`config.mk`:
```
export PLATFORM = sky130hd
export DESIGN_NAME = ssm_setting_menu
export DESIGN_NICKNAME = d
export VERILOG_FILES = /design/src/verilog/ssm_pkg.sv /design/src/verilog/ssm_blink_if.sv /design/src/verilog/ssm_setting_menu.sv /design/src/verilog/ssm_blinker.sv
export SDC_FILE = /design/constraint.sdc
export NUM_CORES = 1
export LEC_CHECK = 0
export ABC_CLOCK_PERIOD_IN_PS = 2300
export BUFFER_PORTS_ARGS = -buffer_cell sky130_fd_sc_hd__buf_4
export CAP_MARGIN = 20
export CORE_AREA = 2 2 132 134
export CTS_CLUSTER_DIAMETER = 120
export DETAILED_ROUTE_END_ITERATION = 16
export DIE_AREA = 0 0 134 136
export GPL_TIMING_DRIVEN = 1
export MAX_ROUTING_LAYER = met4
export PLACE_DENSITY = 0.66
export SYNTH_ARGS = -nofsm -noshare
export SYNTH_HDL_FRONTEND = slang
export SYNTH_SLANG_ARGS = --single-unit
```
`constraint.sdc`:
```
create_clock -name clock -period 2.3 [get_ports clock]
set_input_delay 0 -clock clock [delete_from_list [all_inputs] [get_ports clock]]
set_output_delay 0 -clock clock [all_outputs]
set_load 0.01 [all_outputs]
```
`src/verilog/ssm_pkg.sv`:
```
package ssm_pkg;

    // clock and timebase
    localparam int CLK_HZ = 20_000_000;
    localparam int TICK_MS = 10;
    localparam int TICK_CYC = CLK_HZ / 1000 * TICK_MS;

    // hold and timeout figures, seconds
    localparam int T_TEACH_S = 2;
    localparam int T_MAT_S = 10;
    localparam int T_OFS_S = 15;
    localparam int T_FACT_S = 20;
    localparam int T_IDLE_S = 10;
    localparam int T_DEC_S = 2;
    localparam int T_TEACH_MAX_S = 10;
    // shorter figures, milliseconds
    localparam int T_DEB_MS = 20;
    localparam int T_SLOW_HALF_MS = 250;

    // the same figures as counts of ticks
    localparam int TK_W = 12;
    localparam logic [TK_W-1:0] TEACH_TK = TK_W'(T_TEACH_S * 1000 / TICK_MS);
    localparam logic [TK_W-1:0] MAT_TK = TK_W'(T_MAT_S * 1000 / TICK_MS);
    localparam logic [TK_W-1:0] OFS_TK = TK_W'(T_OFS_S * 1000 / TICK_MS);
    localparam logic [TK_W-1:0] FACT_TK = TK_W'(T_FACT_S * 1000 / TICK_MS);
    localparam logic [TK_W-1:0] IDLE_TK = TK_W'(T_IDLE_S * 1000 / TICK_MS);
    localparam logic [TK_W-1:0] DEC_TK = TK_W'(T_DEC_S * 1000 / TICK_MS);
    localparam logic [TK_W-1:0] TEACH_MAX_TK = TK_W'(T_TEACH_MAX_S * 1000 / TICK_MS);
    localparam logic [TK_W-1:0] DEB_TK = TK_W'(T_DEB_MS / TICK_MS);
    localparam logic [TK_W-1:0] SLOW_HALF_TK = TK_W'(T_SLOW_HALF_MS / TICK_MS);

    // free blink phase: bit positions of a tick counter
    localparam int PHASE_W = 8;
    localparam int FAST_BIT = 2;
    localparam int SLOW_BIT = 4;

    // offset range and defaults
    localparam logic [4:0] OFS_MIN = 5'h01;
    localparam logic [4:0] OFS_MAX = 5'h14;
    localparam logic [4:0] OFS_PAPER = 5'h06;
    localparam logic [4:0] OFS_METAL = 5'h0a;
    localparam logic LABEL_RST = 1'b0;

    // blink code counts
    localparam logic [4:0] CODE_OK = 5'h02;
    localparam logic [4:0] CODE_FAIL = 5'h04;

    // register map, word offsets
    localparam int ADDR_W = 4;
    localparam logic [ADDR_W-1:0] REG_INFO = 4'h0;
    localparam logic [ADDR_W-1:0] REG_CTRL = 4'h1;
    localparam logic [ADDR_W-1:0] REG_IRQ_STAT = 4'h2;
    localparam logic [ADDR_W-1:0] REG_IRQ_MASK = 4'h3;
    localparam int CTRL_LOCK_BIT = 0;

    // event bits of status and mask
    localparam int EV_W = 6;
    localparam int EV_TEACH_OK = 0;
    localparam int EV_TEACH_FAIL = 1;
    localparam int EV_MATERIAL = 2;
    localparam int EV_OFFSET = 3;
    localparam int EV_FACTORY = 4;
    localparam int EV_TIMEOUT = 5;

    typedef enum logic [5:0] {
        ST_IDLE = 6'h01,
        ST_HOLD = 6'h02,
        ST_TEACH = 6'h04,
        ST_MAT = 6'h08,
        ST_OFS = 6'h10,
        ST_SHOW = 6'h20
    } ssm_state_t;

    // read layout of the info register
    typedef struct packed {
        logic [15:0] rsvdHi;
        logic [1:0] rsvdMid;
        ssm_state_t state;
        logic [1:0] rsvdLo;
        logic metal;
        logic [4:0] offset;
    } ssm_info_t;

endpackage : ssm_pkg

```
`src/verilog/ssm_blink_if.sv`:
```
interface ssm_blink_if;
    logic tick;
    logic start;
    logic [4:0] count;
    logic busy;
    logic lamp;

    modport menu (output tick, output start, output count, input busy, input lamp);
    modport blinker (input tick, input start, input count, output busy, output lamp);
endinterface : ssm_blink_if

```
`src/verilog/ssm_setting_menu.sv`:
```
// Function
// - teach window hold: steady LED, teach armed
// - release in teach window: start, fast blink
// - teach result: two or four slow blinks
// - ten to fifteen seconds: blink, material select
// - each press toggles paper and metal
// - colour shows type: green paper, red metal
// - material and offset leave after ten seconds
// - offset window release: blink current offset
// - default offset six paper, ten metal
// - short press increments, long press decrements
// - blink new offset after every change
// - offset stays within one through twenty
// - over twenty seconds restores factory setting
// - factory restore confirmed by two blinks
// - hold counter cleared when function ends
//
// The register addresses and the strobed register port are this design's own decisions.
module ssm_setting_menu
    import ssm_pkg::*;
#(
    parameter int TICK_CYCLES = TICK_CYC
) (
    // clock and reset
    input wire logic clock,
    input wire logic rstn,
    // operator button, pressed low
    input wire logic buttonN,
    // sensing logic
    input wire logic teachDone,
    input wire logic teachPass,
    output logic teachStart,
    output logic teachBusy,
    output logic labelMetal,
    output logic [4:0] offsetVal,
    // two colour lamp
    output logic ledGreen,
    output logic ledRed,
    // register port
    input wire logic [ADDR_W-1:0] regAddr,
    input wire logic [31:0] regWdata,
    input wire logic regWrite,
    input wire logic regRead,
    output logic [31:0] regRdata,
    output logic irq
);

    localparam int TW = $clog2(TICK_CYCLES);

    ssm_blink_if bl();

    ssm_blinker u_blinker (
        .clock(clock),
        .rstn(rstn),
        .bus(bl.blinker)
    );

    logic [TW-1:0] tickCnt_r;
    logic tick_r;
    logic btnMeta_r;
    logic btnSync_r;
    logic btnStable_r;
    logic [TK_W-1:0] debCnt_r;
    logic pressEdge;
    logic releaseEdge;
    logic pressed;
    ssm_state_t state_r;
    logic [TK_W-1:0] holdCnt_r;
    logic [TK_W-1:0] idleCnt_r;
    logic [TK_W-1:0] teachCnt_r;
    logic [PHASE_W-1:0] phase_r;
    logic metal_r;
    logic [4:0] offset_r;
    logic [4:0] ofsNext;
    logic teachStart_r;
    logic blinkStart_r;
    logic [4:0] blinkCount_r;
    logic codeRed_r;
    logic [EV_W-1:0] evt_r;
    logic lock_r;
    logic [EV_W-1:0] irqStat_r;
    logic [EV_W-1:0] irqMask_r;
    logic [31:0] rdata_r;
    logic ledGreen_r;
    logic ledRed_r;
    logic lampOn;
    logic lampRed;
    logic timeout;
    ssm_info_t info;

    assign bl.tick = tick_r;
    assign bl.start = blinkStart_r;
    assign bl.count = blinkCount_r;

    assign teachStart = teachStart_r;
    assign teachBusy = (state_r == ST_TEACH);
    assign labelMetal = metal_r;
    assign offsetVal = offset_r;
    assign ledGreen = ledGreen_r;
    assign ledRed = ledRed_r;
    assign regRdata = rdata_r;
    assign irq = |(irqStat_r & irqMask_r);

    always_ff @(posedge clock or negedge rstn) begin
        if (!rstn) begin
            tickCnt_r <= '0;
            tick_r <= 1'b0;
        end else begin
            tick_r <= (tickCnt_r == TW'(TICK_CYCLES - 1));
            if (tickCnt_r == TW'(TICK_CYCLES - 1)) begin
                tickCnt_r <= '0;
            end else begin
                tickCnt_r <= tickCnt_r + 1'b1;
            end
        end
    end

    // pin synchroniser, two stages before any logic
    always_ff @(posedge clock or negedge rstn) begin
        if (!rstn) begin
            btnMeta_r <= 1'b0;
            btnSync_r <= 1'b0;
        end else begin
            btnMeta_r <= ~buttonN;
            btnSync_r <= btnMeta_r;
        end
    end

    always_ff @(posedge clock or negedge rstn) begin
        if (!rstn) begin
            btnStable_r <= 1'b0;
            debCnt_r <= '0;
        end else if (btnSync_r == btnStable_r) begin
            debCnt_r <= '0;
        end else if (tick_r) begin
            if (debCnt_r >= DEB_TK - 1'b1) begin
                btnStable_r <= btnSync_r;
                debCnt_r <= '0;
            end else begin
                debCnt_r <= debCnt_r + 1'b1;
            end
        end
    end

    // edges seen with the debounced level; at most one per cycle
    assign pressEdge = btnSync_r && !btnStable_r && tick_r && (debCnt_r >= DEB_TK - 1'b1)
        && !lock_r;
    assign releaseEdge = !btnSync_r && btnStable_r && tick_r && (debCnt_r >= DEB_TK - 1'b1)
        && !lock_r;
    assign pressed = btnStable_r && !lock_r;

    // hold counter, cleared outside a measured press
    always_ff @(posedge clock or negedge rstn) begin
        if (!rstn) begin
            holdCnt_r <= '0;
        end else if ((state_r != ST_HOLD && state_r != ST_OFS) || pressEdge) begin
            holdCnt_r <= '0;
        end else if (tick_r && pressed && holdCnt_r < FACT_TK) begin
            holdCnt_r <= holdCnt_r + 1'b1; // saturates, no wrap on long holds
        end
    end

    always_ff @(posedge clock or negedge rstn) begin
        if (!rstn) begin
            idleCnt_r <= '0;
        end else if ((state_r != ST_MAT && state_r != ST_OFS) || pressed) begin
            idleCnt_r <= '0;
        end else if (tick_r && idleCnt_r < IDLE_TK) begin
            idleCnt_r <= idleCnt_r + 1'b1;
        end
    end
    assign timeout = (idleCnt_r == IDLE_TK);

    // guard against a sensing side that never answers
    always_ff @(posedge clock or negedge rstn) begin
        if (!rstn) begin
            teachCnt_r <= '0;
        end else if (state_r != ST_TEACH) begin
            teachCnt_r <= '0;
        end else if (tick_r && teachCnt_r < TEACH_MAX_TK) begin
            teachCnt_r <= teachCnt_r + 1'b1;
        end
    end

    // free blink phase for steady blinking
    always_ff @(posedge clock or negedge rstn) begin
        if (!rstn) begin
            phase_r <= '0;
        end else if (tick_r) begin
            phase_r <= phase_r + 1'b1;
        end
    end

    // next offset, clamped at both ends
    always_comb begin
        ofsNext = offset_r;
        if (holdCnt_r < DEC_TK) begin
            if (offset_r < OFS_MAX) begin
                ofsNext = offset_r + 5'h01;
            end
        end else if (offset_r > OFS_MIN) begin
            ofsNext = offset_r - 5'h01;
        end
    end

    // menu sequence and stored settings
    always_ff @(posedge clock or negedge rstn) begin
        if (!rstn) begin
            state_r <= ST_IDLE;
            metal_r <= LABEL_RST;
            offset_r <= OFS_PAPER;
            teachStart_r <= 1'b0;
            blinkStart_r <= 1'b0;
            blinkCount_r <= 5'h00;
            codeRed_r <= 1'b0;
            evt_r <= '0;
        end else begin
            teachStart_r <= 1'b0;
            blinkStart_r <= 1'b0;
            evt_r <= '0;
            case (state_r)
                ST_IDLE: begin
                    if (pressEdge) begin
                        state_r <= ST_HOLD;
                    end
                end
                ST_HOLD: begin
                    if (releaseEdge) begin
                        codeRed_r <= 1'b0;
                        if (holdCnt_r < TEACH_TK) begin
                            state_r <= ST_IDLE;
                        end else if (holdCnt_r < MAT_TK) begin
                            state_r <= ST_TEACH;
                            teachStart_r <= 1'b1;
                        end else if (holdCnt_r < OFS_TK) begin
                            state_r <= ST_MAT;
                        end else if (holdCnt_r < FACT_TK) begin
                            state_r <= ST_OFS;
                            blinkStart_r <= 1'b1;
                            blinkCount_r <= offset_r;
                        end else begin
                            metal_r <= LABEL_RST;
                            offset_r <= OFS_PAPER;
                            blinkStart_r <= 1'b1;
                            blinkCount_r <= CODE_OK;
                            evt_r[EV_FACTORY] <= 1'b1;
                            state_r <= ST_SHOW;
                        end
                    end
                end
                ST_TEACH: begin
                    if (teachDone || teachCnt_r == TEACH_MAX_TK) begin
                        blinkStart_r <= 1'b1;
                        blinkCount_r <= (teachDone && teachPass) ? CODE_OK : CODE_FAIL;
                        codeRed_r <= !(teachDone && teachPass);
                        evt_r[EV_TEACH_OK] <= teachDone && teachPass;
                        evt_r[EV_TEACH_FAIL] <= !(teachDone && teachPass);
                        state_r <= ST_SHOW;
                    end
                end
                ST_MAT: begin
                    if (timeout) begin
                        evt_r[EV_TIMEOUT] <= 1'b1;
                        state_r <= ST_IDLE;
                    end else if (pressEdge) begin
                        metal_r <= !metal_r;
                        offset_r <= metal_r ? OFS_PAPER : OFS_METAL;
                        evt_r[EV_MATERIAL] <= 1'b1;
                    end
                end
                ST_OFS: begin
                    if (timeout) begin
                        evt_r[EV_TIMEOUT] <= 1'b1;
                        state_r <= ST_IDLE;
                    end else if (releaseEdge) begin
                        offset_r <= ofsNext;
                        blinkStart_r <= 1'b1;
                        blinkCount_r <= ofsNext;
                        evt_r[EV_OFFSET] <= 1'b1;
                    end
                end
                ST_SHOW: begin
                    // busy rises one cycle after the start pulse
                    if (!bl.busy && !blinkStart_r) begin
                        state_r <= ST_IDLE;
                    end
                end
                default: begin
                    state_r <= ST_IDLE;
                end
            endcase
        end
    end

    // lamp pattern per state and hold window
    always_comb begin
        lampOn = 1'b0;
        lampRed = 1'b0;
        case (state_r)
            ST_HOLD: begin
                // steady in teach and factory windows
                if (holdCnt_r >= TEACH_TK && holdCnt_r < MAT_TK) begin
                    lampOn = 1'b1;
                end else if (holdCnt_r >= MAT_TK && holdCnt_r < OFS_TK) begin
                    lampOn = phase_r[SLOW_BIT];
                end else if (holdCnt_r >= FACT_TK) begin
                    lampOn = 1'b1;
                end
            end
            ST_TEACH: begin
                lampOn = phase_r[FAST_BIT];
            end
            ST_MAT: begin
                lampOn = phase_r[SLOW_BIT];
                lampRed = metal_r;
            end
            ST_OFS, ST_SHOW: begin
                lampOn = bl.lamp;
                lampRed = codeRed_r;
            end
            default: begin
                lampOn = 1'b0;
            end
        endcase
    end

    // lamp drivers from flops
    always_ff @(posedge clock or negedge rstn) begin
        if (!rstn) begin
            ledGreen_r <= 1'b0;
            ledRed_r <= 1'b0;
        end else begin
            ledGreen_r <= lampOn && !lampRed;
            ledRed_r <= lampOn && lampRed;
        end
    end

    // control and mask registers
    always_ff @(posedge clock or negedge rstn) begin
        if (!rstn) begin
            lock_r <= 1'b0;
            irqMask_r <= '0;
        end else if (regWrite) begin
            if (regAddr == REG_CTRL) begin
                lock_r <= regWdata[CTRL_LOCK_BIT];
            end
            if (regAddr == REG_IRQ_MASK) begin
                irqMask_r <= regWdata[EV_W-1:0];
            end
        end
    end

    // sticky events; a new event beats a same-cycle clear
    always_ff @(posedge clock or negedge rstn) begin
        if (!rstn) begin
            irqStat_r <= '0;
        end else if (regWrite && regAddr == REG_IRQ_STAT) begin
            irqStat_r <= (irqStat_r & ~regWdata[EV_W-1:0]) | evt_r;
        end else begin
            irqStat_r <= irqStat_r | evt_r;
        end
    end

    // info view of the menu
    always_comb begin
        info = '0;
        info.state = state_r;
        info.metal = metal_r;
        info.offset = offset_r;
    end

    // read data one cycle after the strobe, zero otherwise
    always_ff @(posedge clock or negedge rstn) begin
        if (!rstn) begin
            rdata_r <= 32'h0000_0000;
        end else if (regRead) begin
            case (regAddr)
                REG_INFO: rdata_r <= info;
                REG_CTRL: rdata_r <= {31'h0000_0000, lock_r};
                REG_IRQ_STAT: rdata_r <= {26'h000_0000, irqStat_r};
                REG_IRQ_MASK: rdata_r <= {26'h000_0000, irqMask_r};
                default: rdata_r <= 32'h0000_0000;
            endcase
        end else begin
            rdata_r <= 32'h0000_0000;
        end
    end

endmodule : ssm_setting_menu

```
`src/verilog/ssm_blinker.sv`:
```
module ssm_blinker
    import ssm_pkg::*;
(
    // clock and reset
    input wire logic clock,
    input wire logic rstn,
    // sequence request and lamp
    ssm_blink_if.blinker bus
);

    logic [4:0] remain_r;
    logic [TK_W-1:0] halfCnt_r;
    logic busy_r;
    logic lamp_r;

    assign bus.busy = busy_r;
    assign bus.lamp = lamp_r;

    // slow counted blinks: on half, off half, repeated count times
    always_ff @(posedge clock or negedge rstn) begin
        if (!rstn) begin
            remain_r <= 5'h00;
            halfCnt_r <= '0;
            busy_r <= 1'b0;
            lamp_r <= 1'b0;
        end else if (bus.start) begin
            // a new request cuts any running sequence short
            remain_r <= bus.count;
            halfCnt_r <= '0;
            busy_r <= (bus.count != 5'h00);
            lamp_r <= 1'b0;
        end else if (busy_r && bus.tick) begin
            if (halfCnt_r == SLOW_HALF_TK - 1'b1) begin
                halfCnt_r <= '0;
                if (lamp_r) begin
                    lamp_r <= 1'b0;
                    remain_r <= remain_r - 5'h01;
                end else if (remain_r == 5'h00) begin
                    busy_r <= 1'b0; // trailing dark half ends the code
                end else begin
                    lamp_r <= 1'b1;
                end
            end else begin
                halfCnt_r <= halfCnt_r + 1'b1;
            end
        end
    end

endmodule : ssm_blinker

```
# Yosys cells after proc, flatten, opt, wreduce, memory -nomap -nowiden
# Index checks and enable logic that the tools add are counted.
# word_totals
word_cells	256
output_inout_bits	43
register_bits	170
input_bits	43
# op_classes
n_bitwise	7
mux	104
eq_ne	32
addsub	10
magnitude_cmp	12
n_reduce_logical	63
# ops
op	n
$mux W12	12
$mux W5	22
$add A12 B1 Y12 const B	5
$mux W6	10
$pmux W14 S4	1
$mux W1	45
$lt A12 B10 Y1 const B	3
$mux W32	1
$pmux W5 S3	2
$pmux W6 S5	1
$eq A12 B10 Y1 const B	2
$lt A12 B11 Y1 const B	2
$ne A2 B2 Y1 const B	12
$logic_and A1 B1 Y1	23
$reduce_bool A2 Y1	10
$add A18 B1 Y18 const B	1
$eq A18 B18 Y1 const B	1
$mux W18	1
$reduce_and A8 Y1	2
$and A6 B6 Y6	2
$eq A12 B5 Y1 const B	1
$ge A12 B1 Y1 const B	1
$ge A12 B10 Y1 const B	1
$ge A12 B11 Y1 const B	1
other kinds (43)	66

# Logic depth before layout (Yosys ltp)
# logic_depth
ltp_word	8
ltp_mapped	9
ltp_nobuf	8

# Cells and area by module
# From an unflattened synthesis, not the netlist that was laid out.
# unflattened
hier_cells	735
hier_area_um2	7500.9
# by_module_without_submodules
module	area_per_inst_um2	seq_area_each_um2	n_inst	cells_per_inst
ssm_setting_menu	6399.9	3206.8	1	616
ssm_blinker	1101.1	475.5	1	119

# Least setup slack after synthesis
# OpenSTA, ideal clock, no wires.
# synth_path
path_kind	register to register
from	register idleCnt_r[0]
to	register offset_r[3], in the netlist offsetVal[3]
path_buffers	0
t_required_ps	2179
path_stages_with_launch	9
period_less_slack_ps	2191
setup_slack_ps	109
setup_ps	121
arrival_time_ps	2070
cell_sequence	dfrtp_1 > inv_1 > ha_1 > nor4bb_1 > nand4bb_1 > nand4_1 > a2111oi_4 > nand2b_1 > a22o_1
# synth_between
elab_chain_cells	3
word_cells_on_any_way	4
cone_classes	eq/ne (3); reduce/logical (1)
# synth_lines
item	line_no	text
from (decl)	ssm_setting_menu.sv:69	logic [TK_W-1:0] idleCnt_r;
from (signal assigned)	ssm_setting_menu.sv:169	idleCnt_r <= idleCnt_r + 1'b1;
$eq A12 B10 Y1 *	ssm_setting_menu.sv:172	assign timeout = (idleCnt_r == IDLE_TK);
$ne A2 B2 Y1 (no source line)	n/a	
$reduce_and A10 Y1 (no source line) *	n/a	
to (signal assigned)	ssm_setting_menu.sv:267	offset_r <= metal_r ? OFS_PAPER : OFS_METAL;
to (signal assigned)	ssm_setting_menu.sv:276	offset_r <= ofsNext;
to (decl)	ssm_setting_menu.sv:73	logic [4:0] offset_r;
# Mark *: on every way between the ends. The rest lies on a longest branch, timed or not.
# A chain may end at the register's enable or synchronous reset.

# Worst setup path in the final report
# layout_path
from	register state_r[0]
to	register state_r[3]
# layout_between
elab_chain_cells	4
word_cells_on_any_way	14
cone_classes	eq/ne (11); mux (1); reduce/logical (2)
# layout_lines
item	line_no	text
from (decl)	ssm_setting_menu.sv:67	ssm_state_t state_r;
from (signal assigned)	ssm_setting_menu.sv:209	state_r <= ST_IDLE;
from (signal assigned)	ssm_setting_menu.sv:224	state_r <= ST_HOLD;
from (signal assigned)	ssm_setting_menu.sv:231	state_r <= ST_IDLE;
$eq A6 B5 Y1 or $eq A6 B4 Y1 (tied branches)	ssm_setting_menu.sv:221	case (state_r)
$reduce_or A2 Y1 (no source line)	n/a	
$ne A2 B1 Y1 (no source line)	n/a	
$reduce_and A5 Y1 (no source line)	n/a	
# Several ways; a longest one is shown, not always the timed one.

==> key figures <==
STA
  – Setup TNS Final: 0 ps
  – Setup-failing EPs final: 0
  – Final setup margin: around 85 ps
  – Final period util: approximately 96%
  – Slew @ Worst Pin: 659 ps
  – Max Clock Skew: around 8.3 ps
  – Peak Freq: around 450 MHz
  – Final Hold Vio Count: 0
  – Slew headroom: a little under three fifths
  – Pins Over Slew Limit: 0
  – Post-route minimum period: ~2200 ps

Power
  – Internal Power: around 4.4 mW
  – Net Sw Frac: a little over a fifth
  – P_sw: 1.22 mW
  – Leak: 4.01 nW
  – Flop pwr share: 47.5%
  – Peak supply drop: approximately 0.52 mV
  – Pwr Density: between 600 and 700 nW/um^2
  – Final Power: between 5 and 6 mW
  – Gate power share: about 3.6%
  – Clock power share: 48.9%

Layout
  – Area Overhead vs Synth: 19.0%
  – Share of layout cells above drive strength 1: between 10% and 20%
  – Most frequent cells in the layout: dfrtp_1, nor2_1, buf_4
  – NumNets Final: around 900
  – Diodes inserted: 0
  – Post-route insts no fill: ~1100
  – Layout filler cell count: 1481
  – Commonest non-fill, non-tap cell in the layout: dfrtp_1
  – Finished Cell Area: a little under 9000 sq um

Setup path
  – CP Capture Type: flip-flop
  – R2R depth: 5
  – WP data required: 2610 ps
  – RR Endpoint: state_r[3]
  – Setup crit start kind: flip-flop
  – R2R Setup Slk: approximately 85 ps
  – Crit Path Class: flip-flop to flip-flop
  – Critical path fanouts, max: 7
  – Worst EP arrival: ~2500 ps
  – Worst R2R Start: state_r[0]

Global route
  – Largest net degree at the start of global routing: 66
  – Vias in the first global route: roughly 5200
  – Initial antenna violation count: 0
  – Grt total ovfl: 0
  – First-pass GRT wire length: about 25000 microns
  – Total GRT Usage: 17.9%

Flow run
  – Maxcap violations: 0

Yosys
  – Seq/Total Area, Yosys: roughly half
  – Yosys reg bits: around 150
  – Synthesized instance count: 750
  – Synth warn: 0
  – Synth Flop Type: dfrtp_1
  – Synthesized cell area: around 7500 sq um
  – Post-synth EDFFs: 0
  – Avg Inst Size Synth: approximately 10 sq um
  – Ys async rst share: 100%
  – Synth unique cells: 84

Drt
  – Total Routed Length: roughly 15000 microns
  – Drt pass-1 iters: 5
  – Vias per inst: between 5 and 6
  – Initial DRC count: 394
  – Vias: around 5600
  – Routed wire per std cell: around 14 microns
  – Met3 wire length: roughly 510 microns
  – Post-route DRC: 0
  – Metal-1 WL: 7250 microns
  – Max Used Layer: met4
  – Routed Antenna Nets: 0
  – Met2 WL: 7170 microns

Hold path
  – Hold WC Path Type: input pin to flip-flop
  – Number of cells on the worst hold path: 4
  – WHS Endpoint: evt_r[1]
  – Hold Path Origin: teachDone

Floorplanning
  – Die footprint: ~18000 sq um
  – CORE AREA: between 15000 and 20000 sq um
  – Initial Util: between 40% and 50%
  – Die Wd: about 130 microns
  – DIE HEIGHT: around 140 microns
  – I/O Pins: 86
  – Num rows: between 40 and 50

Clock tree
  – Longest Clk Path Bufs: 2
  – CTS Sinks: roughly 150
  – TritonCTS clock tree: yes
  – Root Buffer Master: clkbuf_16
  – TritonCTS Buffers: 17
  – Clock slew seen by the registers of the worst setup and hold paths: roughly 60 ps
  – Worst-skew pair later-pin latency: 420 ps
  – H-tree levels: 4

Placed design
  – Area of placed instances: between 8000 and 9000 sq um
  – Buffers on Ports: 39
  – GP Congestion: about 0.9
  – Inst Count DP: 1021
  – Dpl ws: between 40 and 50 ps
  – Placed wire-length estimate: between 10000 and 15000 microns

Run status
  – Status: completed
what timing repair did:
| action | CTS | global route |
|---|---|---|
| endpoints found under the hold margin | 85 | 0 |
| setup endpoints to repair | 0 | 11 |
| buffers inserted | 0 | 3 |
| gates resized for setup | 0 | 5 |
| hold buffers | 14 | 0 |
power by group through the flow:
stage / clock, mW / sequential [mW] / combinational [mW]
floorplan: 0 / 2.69 / 0.109
global placement: 0 / 2.70 / 0.186
detailed placement: 0 / 2.70 / 0.188
CTS: 2.79 / 2.65 / 0.206
global route: 2.90 / 2.65 / 0.227
finish: 2.73 / 2.65 / 0.201
how the worst max path moves through the flow:
stage	startpoint	to	slack [ps]	cells past startpoint
2_1_floorplan	idleCnt_r[0]	offsetVal[3]	110	8
3_3_place_gp	state_r[0]	state_r[3]	110	5
3_5_place_dp	idleCnt_r[0]	offsetVal[3]	50	9
4_1_cts	idleCnt_r[0]	offsetVal[3]	40	9
5_1_grt	idleCnt_r[1]	offsetVal[3]	-20	9
6_report	state_r[0]	state_r[3]	80	5
synthesized netlist by cell type, types with 3 or more instances:
cell / count / share of area (%)
a22oi_1: 10 / 1.0
or3_1: 6 / 0.50
o311a_1: 4 / 0.54
mux2_2: 13 / 2.0
nor4bb_1: 3 / 0.40
nor4b_1: 3 / 0.35
xnor2_1: 20 / 2.3
a21o_1: 8 / 0.80
a31oi_1: 6 / 0.50
xor2_1: 30 / 3.5
a21oi_2: 3 / 0.35
dfrtp_1: 144 / 48
nand4_1: 18 / 1.5
nand2b_1: 5 / 0.42
a21oi_1: 28 / 1.9
nand3_1: 31 / 2.1
dfstp_2: 3 / 1.1
buf_2: 5 / 0.33
o21ai_0: 33 / 2.2
and3_1: 12 / 1.0
nor4_1: 3 / 0.25
o21ai_1: 6 / 0.40
buf_4: 22 / 2.2
clkbuf_1: 11 / 0.55
nand3b_1: 7 / 0.70
o21a_1: 4 / 0.40
ha_1: 20 / 3.3
nor3_1: 17 / 1.1
o22ai_1: 6 / 0.50
and2_1: 17 / 1.4
o31ai_1: 3 / 0.30
or4_1: 4 / 0.40
nor2_1: 89 / 4.5
nor2b_1: 6 / 0.50
inv_1: 36 / 1.8
nand2_1: 57 / 2.9
registers in the layout (all words and copies together), names as in the netlist, 12 cells and up:
register             count
u_blinker.halfCnt_r     12
idleCnt_r               12
debCnt_r                12
tickCnt_r               18
holdCnt_r               12
teachCnt_r              12
regRdata                12
metrics by stage:
stage | hold slack [ps] | utilization, %
floorplan | -296 | -
global placement | 40.9 | 48.1
detailed placement | 37.3 | 48.1
CTS | 17.0 | 52.4
global route | 37.5 | 52.7
finish | 20.4 | 52.7
routing by layer:
layer,GRT usage (%),up-vias
li1,-,2750
met1,23.0,2733
met2,27.8,107
met3,3.65,30
met4,6.97,0
met5,-,-
cells by family after synthesis:
group	share of synthesized area (%)
simple gates	20.8
flops	49.3
fa+ha+maj	3.35
other cells	0.0502
compound gates	12.7
buf+inv	5.26
mux	2.73
xor+xnor	5.86
critical path, cell delays in order (launching register included):
cell and delay, ps:
dfstp_2 390, or4_4 550, or4b_1 560, a21boi_4 170, nand4_4 120, mux2_4 300
cell type report:
type,count,area (sq um),share of cell area [%]
tap,225,282,3.16
clock buffer,21,460,5.17
timing repair buffer,86,711,7.99
inverter,38,143,1.60
clock inverter,11,126,1.42
multi-input combinational,543,3490,39.3
sequential,147,3680,41.4
Power figures use the tool's default switching activity.
